$ cat src/core/nvmc_pkg.sv
package nvmc_pkg;
	// ==========================================================
	// Storage geometry.
	localparam int ADDR_W = 5;
	localparam int WORD_W = 15;
	localparam int DEPTH = 32;
	localparam int PAGE_BITS = 4;
	localparam int UNIT_BITS = 2;
	localparam int NUM_DATA = 4;
	localparam int LO_W = 8;
	localparam int HI_W = 7;

	// ==========================================================
	// Register map, byte addresses on the APB bus.
	localparam int PADDR_W = 8;
	localparam logic [7:0] OFF_CONTROL = 8'h00;
	localparam logic [7:0] OFF_ADDRESS = 8'h04;
	localparam logic [7:0] OFF_DATA_BASE = 8'h08;
	localparam logic [7:0] DATA_STRIDE = 8'h08;
	localparam logic [7:0] DATA_HI_STEP = 8'h04;

	// ==========================================================
	// Control register fields and reset value.
	localparam int BIT_SEL_HI = 7;
	localparam int BIT_SEL_LO = 6;
	localparam int BIT_ERASE_ARM = 5;
	localparam int BIT_ERASE_START = 4;
	localparam int BIT_WRITE_ARM = 3;
	localparam int BIT_WRITE_START = 2;
	localparam int BIT_READ_ARM = 1;
	localparam int BIT_READ_START = 0;
	localparam logic [7:0] CONTROL_RESET = 8'h00;

	// ==========================================================
	// Timing; the slow tick stands in for the sub clock.
	localparam int CLK_PERIOD_NS = 5;
	localparam int TICK_TIME_NS = 1000000;
	localparam int TICK_CYCLES = TICK_TIME_NS / CLK_PERIOD_NS;
	localparam int PROG_BASE_MS = 2;
	localparam int TICKS_W = 5;
	localparam int READ_TIME_NS = 10;
	localparam int READ_CYCLES = (READ_TIME_NS + CLK_PERIOD_NS - 1) / CLK_PERIOD_NS;

	typedef enum logic [1:0] {
		ST_IDLE = 2'b00,
		ST_ERASE = 2'b01,
		ST_WRITE = 2'b10,
		ST_READ = 2'b11
	} nvmc_state_type;
endpackage

$ cat src/core/nvmc_ctrl.sv
`timescale 1ns/1ps
// Operation
// - Duration field 00/01/10/11 selects 2, 4, 8 or 16 ms erase/write time.
// - Erase arm enables erase; hardware clears it at erase end.
// - Erase start launches erase, reads high while running, clears at end.
// - Erase start is ignored unless erase arm was already set.
// - Write arm enables write; hardware clears it at write end.
// - Write start launches write and clears when the write finishes.
// - Write start is ignored unless write arm was already set.
// - Read arm enables reads and is never cleared by hardware.
// - Read start launches a read and clears when the read finishes.
// - Read start is ignored unless read arm was already set.
// - A launched cycle stalls the processor until it ends.
// - After the cycle the processor resumes where it stalled.
// - Erase clears the 16-word page chosen by address bit 4 only.
// - After erase every word of the page reads zero.
// - Write stores the four data words into the unit at address bits 4..2.
// - A read puts the word in data pair 0 until the next read or a bus write to that pair.
// - Storage is 32 words of 15 bits under a 5-bit address.
module nvmc_ctrl
	import nvmc_pkg::*;
#(
	parameter int TICK_LEN = nvmc_pkg::TICK_CYCLES
) (
	input wire logic pclk,
	input wire logic presetn,
	input wire logic psel,
	input wire logic penable,
	input wire logic pwrite,
	input wire logic [nvmc_pkg::PADDR_W-1:0] paddr,
	input wire logic [31:0] pwdata,
	output logic [31:0] prdata,
	output logic pready,
	output logic pslverr,
	output logic cpu_stall
);
	import nvmc_pkg::*;

	logic [WORD_W-1:0] mem [DEPTH];
	logic [1:0] program_time_sel, next_program_time_sel;
	logic erase_arm, next_erase_arm;
	logic write_arm, next_write_arm;
	logic read_arm, next_read_arm;
	logic erase_fresh, next_erase_fresh;
	logic write_fresh, next_write_fresh;
	logic [ADDR_W-1:0] nvm_address, next_nvm_address;
	logic [LO_W-1:0] data_lo [NUM_DATA];
	logic [LO_W-1:0] next_data_lo [NUM_DATA];
	logic [HI_W-1:0] data_hi [NUM_DATA];
	logic [HI_W-1:0] next_data_hi [NUM_DATA];
	nvmc_state_type state, next_state;
	logic busy_d;
	logic [31:0] next_prdata;
	logic xfer, wr, dec_ctrl, dec_addr, mapped;
	logic [NUM_DATA-1:0] dec_lo, dec_hi;
	logic launch_erase, launch_write, launch_read, launch_prog;
	logic [TICKS_W-1:0] load_value;
	logic tick, step, done;
	logic [7:0] control_view;

	// ==========================================================
	// Address decode and the read view of every register.
	always_comb begin
		dec_ctrl = (paddr == OFF_CONTROL);
		dec_addr = (paddr == OFF_ADDRESS);
		for (int i = 0; i < NUM_DATA; i++) begin
			dec_lo[i] = (paddr == PADDR_W'(OFF_DATA_BASE + DATA_STRIDE * i));
			dec_hi[i] = (paddr == PADDR_W'(OFF_DATA_BASE + DATA_STRIDE * i + DATA_HI_STEP));
		end
		mapped = dec_ctrl || dec_addr || (|dec_lo) || (|dec_hi);
		// Start bits are the running state itself, so they read high exactly while busy.
		control_view = {program_time_sel, erase_arm, state == ST_ERASE, write_arm,
			state == ST_WRITE, read_arm, state == ST_READ};
		next_prdata = 32'h0;
		if (dec_ctrl) begin
			next_prdata = {24'h0, control_view};
		end
		if (dec_addr) begin
			next_prdata = {27'h0, nvm_address};
		end
		for (int i = 0; i < NUM_DATA; i++) begin
			if (dec_lo[i]) begin
				next_prdata = {24'h0, data_lo[i]};
			end
			if (dec_hi[i]) begin
				next_prdata = {25'h0, data_hi[i]};
			end
		end
	end

	// ==========================================================
	// Bus handshake. The access waits one extra cycle after a cycle ends so that
	// prdata is refreshed from the registers the cycle has just updated.
	assign cpu_stall = (state != ST_IDLE) || busy_d;
	assign pready = !cpu_stall;
	assign pslverr = psel && penable && pready && !mapped;
	assign xfer = psel && penable && pready;
	assign wr = xfer && pwrite && mapped;

	// ==========================================================
	// Launch decisions: the arm bit must already be set, stay set in the
	// same write, and for erase and write have been set by the previous access.
	always_comb begin
		launch_erase = wr && dec_ctrl && pwdata[BIT_ERASE_START] && pwdata[BIT_ERASE_ARM]
			&& erase_arm && erase_fresh;
		launch_write = wr && dec_ctrl && pwdata[BIT_WRITE_START] && pwdata[BIT_WRITE_ARM]
			&& write_arm && write_fresh && !launch_erase;
		launch_read = wr && dec_ctrl && pwdata[BIT_READ_START] && pwdata[BIT_READ_ARM]
			&& read_arm && !launch_erase && !launch_write;
		launch_prog = launch_erase || launch_write;
		// Program length in 1 ms ticks is the base time doubled per code step.
		load_value = TICKS_W'(PROG_BASE_MS) << pwdata[BIT_SEL_HI:BIT_SEL_LO];
		if (launch_read) begin
			load_value = TICKS_W'(READ_CYCLES);
		end
	end

	assign step = (state == ST_READ) ? 1'b1 : tick;

	nvmc_tick_div #(
		.CYCLES(TICK_LEN)
	) u_tick (
		.pclk(pclk),
		.presetn(presetn),
		.restart(launch_prog),
		.tick(tick)
	);

	nvmc_timer #(
		.W(TICKS_W)
	) u_timer (
		.pclk(pclk),
		.presetn(presetn),
		.load(launch_prog || launch_read),
		.load_value(load_value),
		.step(step),
		.done(done)
	);

	// ==========================================================
	// Next values for the register file and the cycle state machine.
	always_comb begin
		next_program_time_sel = program_time_sel;
		next_erase_arm = erase_arm;
		next_write_arm = write_arm;
		next_read_arm = read_arm;
		next_erase_fresh = erase_fresh;
		next_write_fresh = write_fresh;
		next_nvm_address = nvm_address;
		next_data_lo = data_lo;
		next_data_hi = data_hi;
		next_state = state;
		if (xfer) begin
			next_erase_fresh = wr && dec_ctrl && pwdata[BIT_ERASE_ARM];
			next_write_fresh = wr && dec_ctrl && pwdata[BIT_WRITE_ARM];
		end
		if (wr && dec_ctrl) begin
			next_program_time_sel = pwdata[BIT_SEL_HI:BIT_SEL_LO];
			next_erase_arm = pwdata[BIT_ERASE_ARM];
			next_write_arm = pwdata[BIT_WRITE_ARM];
			next_read_arm = pwdata[BIT_READ_ARM];
		end
		if (wr && dec_addr) begin
			next_nvm_address = pwdata[ADDR_W-1:0];
		end
		for (int i = 0; i < NUM_DATA; i++) begin
			if (wr && dec_lo[i]) begin
				next_data_lo[i] = pwdata[LO_W-1:0];
			end
			if (wr && dec_hi[i]) begin
				next_data_hi[i] = pwdata[HI_W-1:0];
			end
		end
		case (state)
			ST_IDLE: begin
				if (launch_erase) begin
					next_state = ST_ERASE;
				end else if (launch_write) begin
					next_state = ST_WRITE;
				end else if (launch_read) begin
					next_state = ST_READ;
				end
			end
			ST_ERASE: begin
				if (done) begin
					next_state = ST_IDLE;
					next_erase_arm = 1'b0;
				end
			end
			ST_WRITE: begin
				if (done) begin
					next_state = ST_IDLE;
					next_write_arm = 1'b0;
				end
			end
			ST_READ: begin
				if (done) begin
					next_state = ST_IDLE;
					next_data_lo[0] = mem[nvm_address][LO_W-1:0];
					next_data_hi[0] = mem[nvm_address][WORD_W-1:LO_W];
				end
			end
			default: begin
				next_state = ST_IDLE;
			end
		endcase
	end

	always_ff @(posedge pclk or negedge presetn) begin
		if (!presetn) begin
			{program_time_sel, erase_arm, write_arm, read_arm} <= '0;
			erase_fresh <= 1'b0;
			write_fresh <= 1'b0;
			nvm_address <= '0;
			data_lo <= '{default: '0};
			data_hi <= '{default: '0};
			state <= ST_IDLE;
			busy_d <= 1'b0;
			prdata <= 32'h0;
		end else begin
			program_time_sel <= next_program_time_sel;
			erase_arm <= next_erase_arm;
			write_arm <= next_write_arm;
			read_arm <= next_read_arm;
			erase_fresh <= next_erase_fresh;
			write_fresh <= next_write_fresh;
			nvm_address <= next_nvm_address;
			data_lo <= next_data_lo;
			data_hi <= next_data_hi;
			state <= next_state;
			busy_d <= (state != ST_IDLE);
			prdata <= next_prdata;
		end
	end

	// ==========================================================
	// Storage array. It has no reset because its contents are meant to persist.
	always_ff @(posedge pclk) begin
		if (done && state == ST_ERASE) begin
			for (int i = 0; i < 2 ** PAGE_BITS; i++) begin
				mem[{nvm_address[ADDR_W-1], PAGE_BITS'(i)}] <= '0;
			end
		end
		if (done && state == ST_WRITE) begin
			for (int i = 0; i < NUM_DATA; i++) begin
				mem[{nvm_address[ADDR_W-1:UNIT_BITS], UNIT_BITS'(i)}] <=
					{data_hi[i], data_lo[i]};
			end
		end
	end
endmodule

$ cat src/core/nvmc_tick_div.sv
`timescale 1ns/1ps
module nvmc_tick_div #(
	parameter int CYCLES = 200000
) (
	input wire logic pclk,
	input wire logic presetn,
	input wire logic restart,
	output logic tick
);
	localparam int CW = $clog2(CYCLES + 1);
	logic [CW-1:0] count;
	logic [CW-1:0] next_count;

	// ==========================================================
	// Restart aligns the first tick with the launch of a cycle.
	always_comb begin
		tick = (count == CW'(CYCLES - 1)) && !restart;
		next_count = count + CW'(1);
		if (restart || tick) begin
			next_count = '0;
		end
	end

	always_ff @(posedge pclk or negedge presetn) begin
		if (!presetn) begin
			count <= '0;
		end else begin
			count <= next_count;
		end
	end
endmodule

$ cat src/core/nvmc_timer.sv
`timescale 1ns/1ps
module nvmc_timer #(
	parameter int W = 5
) (
	input wire logic pclk,
	input wire logic presetn,
	input wire logic load,
	input wire logic [W-1:0] load_value,
	input wire logic step,
	output logic done
);
	logic [W-1:0] remaining;
	logic [W-1:0] next_remaining;

	// ==========================================================
	// Down counter; done pulses on the step that uses up the last unit.
	always_comb begin
		done = (remaining == W'(1)) && step && !load;
		next_remaining = remaining;
		if (load) begin
			next_remaining = load_value;
		end else if (step && remaining != '0) begin
			next_remaining = remaining - W'(1);
		end
	end

	always_ff @(posedge pclk or negedge presetn) begin
		if (!presetn) begin
			remaining <= '0;
		end else begin
			remaining <= next_remaining;
		end
	end
endmodule

$ cat config.mk
export PLATFORM = sky130hd
export DESIGN_NAME = nvmc_ctrl
export DESIGN_NICKNAME = d
export VERILOG_FILES = /design/src/core/nvmc_pkg.sv /design/src/core/nvmc_ctrl.sv /design/src/core/nvmc_tick_div.sv /design/src/core/nvmc_timer.sv
export SDC_FILE = /design/constraint.sdc
export NUM_CORES = 1
export LEC_CHECK = 0
export BUFFER_PORTS_ARGS = -buffer_cell sky130_fd_sc_hd__buf_2
export CAP_MARGIN = 20
export CORE_MARGIN = 5
export CORE_UTILIZATION = 50
export CTS_CLUSTER_DIAMETER = 50
export DETAILED_ROUTE_END_ITERATION = 10
export PLACE_DENSITY = 0.73
export SETUP_SLACK_MARGIN = 0.05
export SYNTH_ARGS = -nofsm -noshare
export SYNTH_HDL_FRONTEND = slang
export SYNTH_HIERARCHICAL = 1
export SYNTH_SLANG_ARGS = --single-unit
$ cat constraint.sdc
create_clock -name pclk -period 12.8 [get_ports pclk]
set_clock_uncertainty 0.15 [all_clocks]
set_input_delay 0.64 -clock pclk [delete_from_list [all_inputs] [get_ports pclk]]
set_output_delay 0.64 -clock pclk [all_outputs]
set_load 0.1 [all_outputs]
; ---- Yosys cells after proc, flatten, opt, wreduce, memory -nomap -nowiden
; Memories as Yosys holds them, arrays and structs flattened.
; Cells that the tools add are included.
[totals]
mem_bits_rw = 480
output_inout_bits = 35
mem_count = 1
regBits = 130
inputBits = 45
[mem_list]
columns = memory, depth, width, rd, rd_clocked_by_memory_dff, write_ports, line
row1 = mem, 32, 15, 1, 0, 16, nvmc_ctrl.sv:39  ; logic [WORD_W-1:0] mem [DEPTH];
[op_classes]
muxes = 48
shifts = 1
reduce_logical = 63
addsub = 2
eq_ne = 16
[ops]
columns = op, count
row1 = $mux W32, 8
row2 = $mux W15, 4
row3 = $reduce_or A15 Y1, 4
row4 = $mux W8, 5
row5 = $logic_and A1 B1 Y1, 37
row6 = $mux W5, 7
row7 = $eq A8 B5 Y1 const B, 4
row8 = $mux W7, 3
row9 = $add A18 B1 Y18 const B, 1
row10 = $eq A18 B18 Y1 const B, 1
row11 = $mux W18, 1
row12 = $eq A8 B4 Y1 const B, 2
row13 = $eq A8 B6 Y1 const B, 2
row14 = $mux W1, 15
row15 = $eq A8 B3 Y1 const B, 1
row16 = $logic_not A8 Y1, 1
row17 = $mux W2, 4
row18 = $reduce_or A4 Y1, 2
row19 = $logic_or A1 B1 Y1, 7
row20 = $logic_not A1 Y1, 6
row21 = $eq A5 B1 Y1 const B, 1
row22 = $reduce_bool A5 Y1, 1
row23 = $shl A2 B2 Y5 const A, 1
row24 = $sub A5 B1 Y5 const B, 1
row25 = other kinds (9), 11

; ---- Logic depth before layout (Yosys ltp)
[logic_depth]
depth_word = 24
depth_mapped = 17
mapped_depth_nobuf = 16

; ---- Cells and area by module
; Netlist, hierarchy kept.
[modules_own_cells]
columns = mod, area_per_inst_um2, n_inst, seq_area_each_um2, cells_each
row1 = nvmc_ctrl, 25809.8, 1, 16490.8, 1780
row2 = nvmc_tick_div, 920.9, 1, 450.4, 93
row3 = nvmc_timer, 339.1, 1, 125.1, 37

; ---- Worst setup path before layout
; Ideal clock, no wire load.
[synth_timing]
path_kind = flip-flop to flip-flop
start = register state[1]
end = memory mem[10][0] (enable)
synth_period_minus_slack_ns = 6.182
setup_slack_ns = 6.618
stages_incl_launch_ff = 17
setup_ns = 0.664
arrival_ns = 5.369
required_time_ns = 11.986
path_cell_list = dfrtp_1 -> inv_1 -> nand2_1 -> nor2_2 -> inv_1 -> nor4b_4 -> nand2_1 -> a21oi_1 -> clkbuf_1 -> nor2_1 -> nand3_1 -> nor3_1 -> and3b_1 -> and2_0 -> clkbuf_1 -> nand2_1 -> nand2_1
[synth_lines]
columns = element, line
row1 = start: declaration, nvmc_ctrl.sv:51  ; nvmc_state_type state, next_state;
row2 = start signal: assignment, nvmc_ctrl.sv:230  ; state <= next_state;
row3 = end: declaration, nvmc_ctrl.sv:39

==> flow_metrics.env <==
export IMPL_yosysTopAreaCell="edfxtp_1"
export IMPL_start_util=0.504
export IMPL_coreArea_um2=53700
export IMPL_cts_max_path_buffers=3
export IMPL_crit_path_start="u_tick/count[13]$_DFF_PN0_"
export IMPL_port_buffers=31
export IMPL_syn_inst=1910
export IMPL_stdcell_count=2644
export IMPL_power_leakage_nw=10.8
export IMPL_cts_resized_gates=0
export IMPL_seq_area_frac_synth=0.630
export IMPL_r2r_end="mem[5][4]$_SDFFCE_PN0P_"
export IMPL_hold_buffers=1
export IMPL_design_area_um2=29800
export IMPL_netlist_cell_type_count=73
export IMPL_whs_ps=202
export IMPL_drtIter0Drc=1585
export IMPL_reg2regPathDepth=13
export IMPL_cts_tree="yes"
export IMPL_critPathArrivalTime_ps=5630
export IMPL_grt_pass1_wl_um=101000
export IMPL_path_clk_slew_ps=60
export IMPL_netlist_top_cells_area="edfxtp_1, dfrtp_1, and2_1, mux4_2, mux2i_1"
export IMPL_fin_nets=1945
export IMPL_yosys_warnings=6
export IMPL_finalSetupViolCount=0
export IMPL_synthArstFlopShare=0.181
export IMPL_cp_required_ps=12890
export IMPL_first_pass_iters=5
export IMPL_tns_ps=0
export IMPL_rows=85
export IMPL_worstReg2RegStart="u_tick/count[13]$_DFF_PN0_"
export IMPL_synth_area_um2=27100
export IMPL_cts_sinks=586
export IMPL_routed_via_count=16332
export IMPL_placed_area_um2=27700
export IMPL_drt_wl_total_um=66300
export IMPL_worst_slack_ps=7260
export IMPL_die_area_um2=58900
export IMPL_avgSynthCellArea_um2=14.2
export IMPL_yosysMostFrequentCell="edfxtp_1"
export IMPL_worstPathMaxFanout=36
export IMPL_synth_top_cell_area_share=0.532
export IMPL_grt_max_degree=76
export IMPL_drv_cap=0
export IMPL_hp_class="primary input to flop"
export IMPL_die_y_um=243
export IMPL_synth_common_cells="edfxtp_1, and2_1, and3_1, dfrtp_1, clkbuf_1"
export IMPL_wl_per_cell_um=25.1
export IMPL_worstSetupEndpoint="mem[5][4]$_SDFFCE_PN0P_"
export IMPL_grt_pass1_vias=16849
export IMPL_cp_start_kind="flop"
export IMPL_syn_to_final_growth_pct=9.97
export IMPL_max_freq_mhz=180
export IMPL_synth_enable_flop_cells=480
export IMPL_status="complete, no violations"
export IMPL_grt_ovfl_total=0
export IMPL_post_place_cells=2529
export IMPL_cts_buffers=58
export IMPL_hold_viol=0
export IMPL_regToRegSetupSlack_ps=7260
export IMPL_period_minus_slack_ps=5540
export IMPL_antenna_left=0
export IMPL_maxSlewHeadroom=0.228
export IMPL_dp_hpwl_um=38700
export IMPL_drc=0
export IMPL_finalCritPeriodShare=0.433
export IMPL_cts_setup_buffers=0
export IMPL_critPathKind="flop to flop"
export IMPL_place_ws_ps=6400
export IMPL_antenna_found_initial=3
export IMPL_drive_gt1_frac=0.175
export IMPL_peakVddDrop_v=0.000121
export IMPL_io_pins=80
export IMPL_worstMarginPinSlew_ps=1160
export IMPL_worstSkewPairLatency_ps=620
export IMPL_cts_max_level=2
export IMPL_slew_violations=0
export IMPL_grtUsageTotal=0.222
export IMPL_worst_setup_path_end_kind="flop"
export IMPL_clockRootBuffer="clkbuf_16"
export IMPL_die_x_um=243
export IMPL_rsz0062_at_grt="no"
export IMPL_synth_ff_type="edfxtp_1"
export IMPL_p_per_area_nw_per_um2=130
export IMPL_place_gp_congestion=0.879
export IMPL_ys_seq_elements=586
export IMPL_vias_per_cell=6.18
==> cell usage in the layout (no fill, tap or decap), drive strengths merged, types with 8 or more instances in the layout <==
master	n
a211oi	16
a21oi	13
a221oi	12
a22o	15
a22oi	9
a32oi	10
and2	358
and3	125
buf	64
clkbuf	97
clkinv	10
conb	25
dfrtp	106
edfxtp	480
inv	19
mux2	77
mux2i	87
mux4	80
nand2	65
nand2b	9
nand3	23
nand4	8
nor2	63
nor2b	13
nor3	10
nor4	16
o21ai	30
o22ai	36
xnor2	14
==> power breakdown <==
part	internal [mW]	total, mW	switching [mW]
registers	2.04	2.05	0.0118
logic	0.0195	0.0944	0.0748
clock network	1.02	1.72	0.706
total	3.08	3.87	0.792
==> layer usage <==
layer | vias up | GRT usage | wire, µm
li1 | 7071 | - | -
met1 | 8351 | 0.301 | 26400
met2 | 745 | 0.362 | 31200
met3 | 165 | 0.0448 | 6200
met4 | 0 | 0.0773 | 2530
met5 | - | 0 | 0
==> per-stage QoR <==
stage | utilization | power (mW)
2_1_floorplan | - | 2.16
3_3_place_gp | 0.516 | 2.18
3_5_place_dp | 0.516 | 2.18
4_1_cts | 0.553 | 3.88
5_1_grt | 0.554 | 3.97
6_report | 0.554 | 3.87
==> registers in the layout (all words and copies together), names as in the netlist <==
register           count
read_arm               1
busy_d                 1
data_hi               28
write_arm              1
prdata                 8
data_lo               32
nvm_address            5
erase_fresh            1
state                  2
program_time_sel       2
mem                  480
erase_arm              1
write_fresh            1
u_tick/count          18
u_timer/remaining      5
==> layout make-up <==
| cell class | count | area [µm²] |
|---|---|---|
| well taps | 696 | 871 |
| clock inverters | 13 | 141 |
| flip-flops and latches | 586 | 17100 |
| clock buffers | 97 | 1800 |
| repair buffers | 65 | 468 |
| multi-input cells | 1167 | 9340 |
| inverters | 19 | 71.3 |
| fillers | 4148 | 23900 |
| diodes | 1 | 2.50 |
==> how the worst min path moves through the flow <==
stage | startpoint | endpoint | slack [ps] | cells past startpoint
final | pwdata[7] | program_time_sel[1]$_DFFE_PN0N_ | 200 | 3
after global routing | pwdata[7] | program_time_sel[1]$_DFFE_PN0N_ | 200 | 3
after CTS | pwdata[7] | program_time_sel[1]$_DFFE_PN0N_ | 170 | 3
after detailed placement | program_time_sel[1]$_DFFE_PN0N_ | program_time_sel[1]$_DFFE_PN0N_ | 330 | 2
after global placement | u_tick/count[0]$_DFF_PN0_ | u_tick/count[0]$_DFF_PN0_ | 320 | 1
after floorplan | presetn | busy_d$_DFF_PN0_ | 190 | 0
==> critical path, stage by stage, from the launching register on <==
cell and delay [ps]:
dfrtp_1 430, or4b_1 560, nor4b_2 320, nand3_1 110, nor2_1 90, nand2b_1 240
nand3_1 100, nor3_1 530, and3b_1 410, nand2b_1 250, nor2_4 610, inv_1 180
nand2_2 500, buf_4 600
==> logic make-up (layout without fill, tap and decap cells) <==
| family | after synthesis | count (layout) | share of synthesized area |
|---|---|---|---|
| AO/OA/AOI/OAI | 164 | 164 | 0.0427 |
| XOR/XNOR | 15 | 15 | 0.00485 |
| adder cells (fa/ha/maj) | 3 | 3 | 0.00139 |
| buffers and inverters | 181 | 194 | 0.0312 |
| flip-flops | 586 | 586 | 0.630 |
| multiplexers | 244 | 244 | 0.132 |
| other | 1 | 26 | 0.000139 |
| AND/OR/NAND/NOR | 716 | 716 | 0.157 |
No activity file was read; power rests on OpenSTA's default activity.
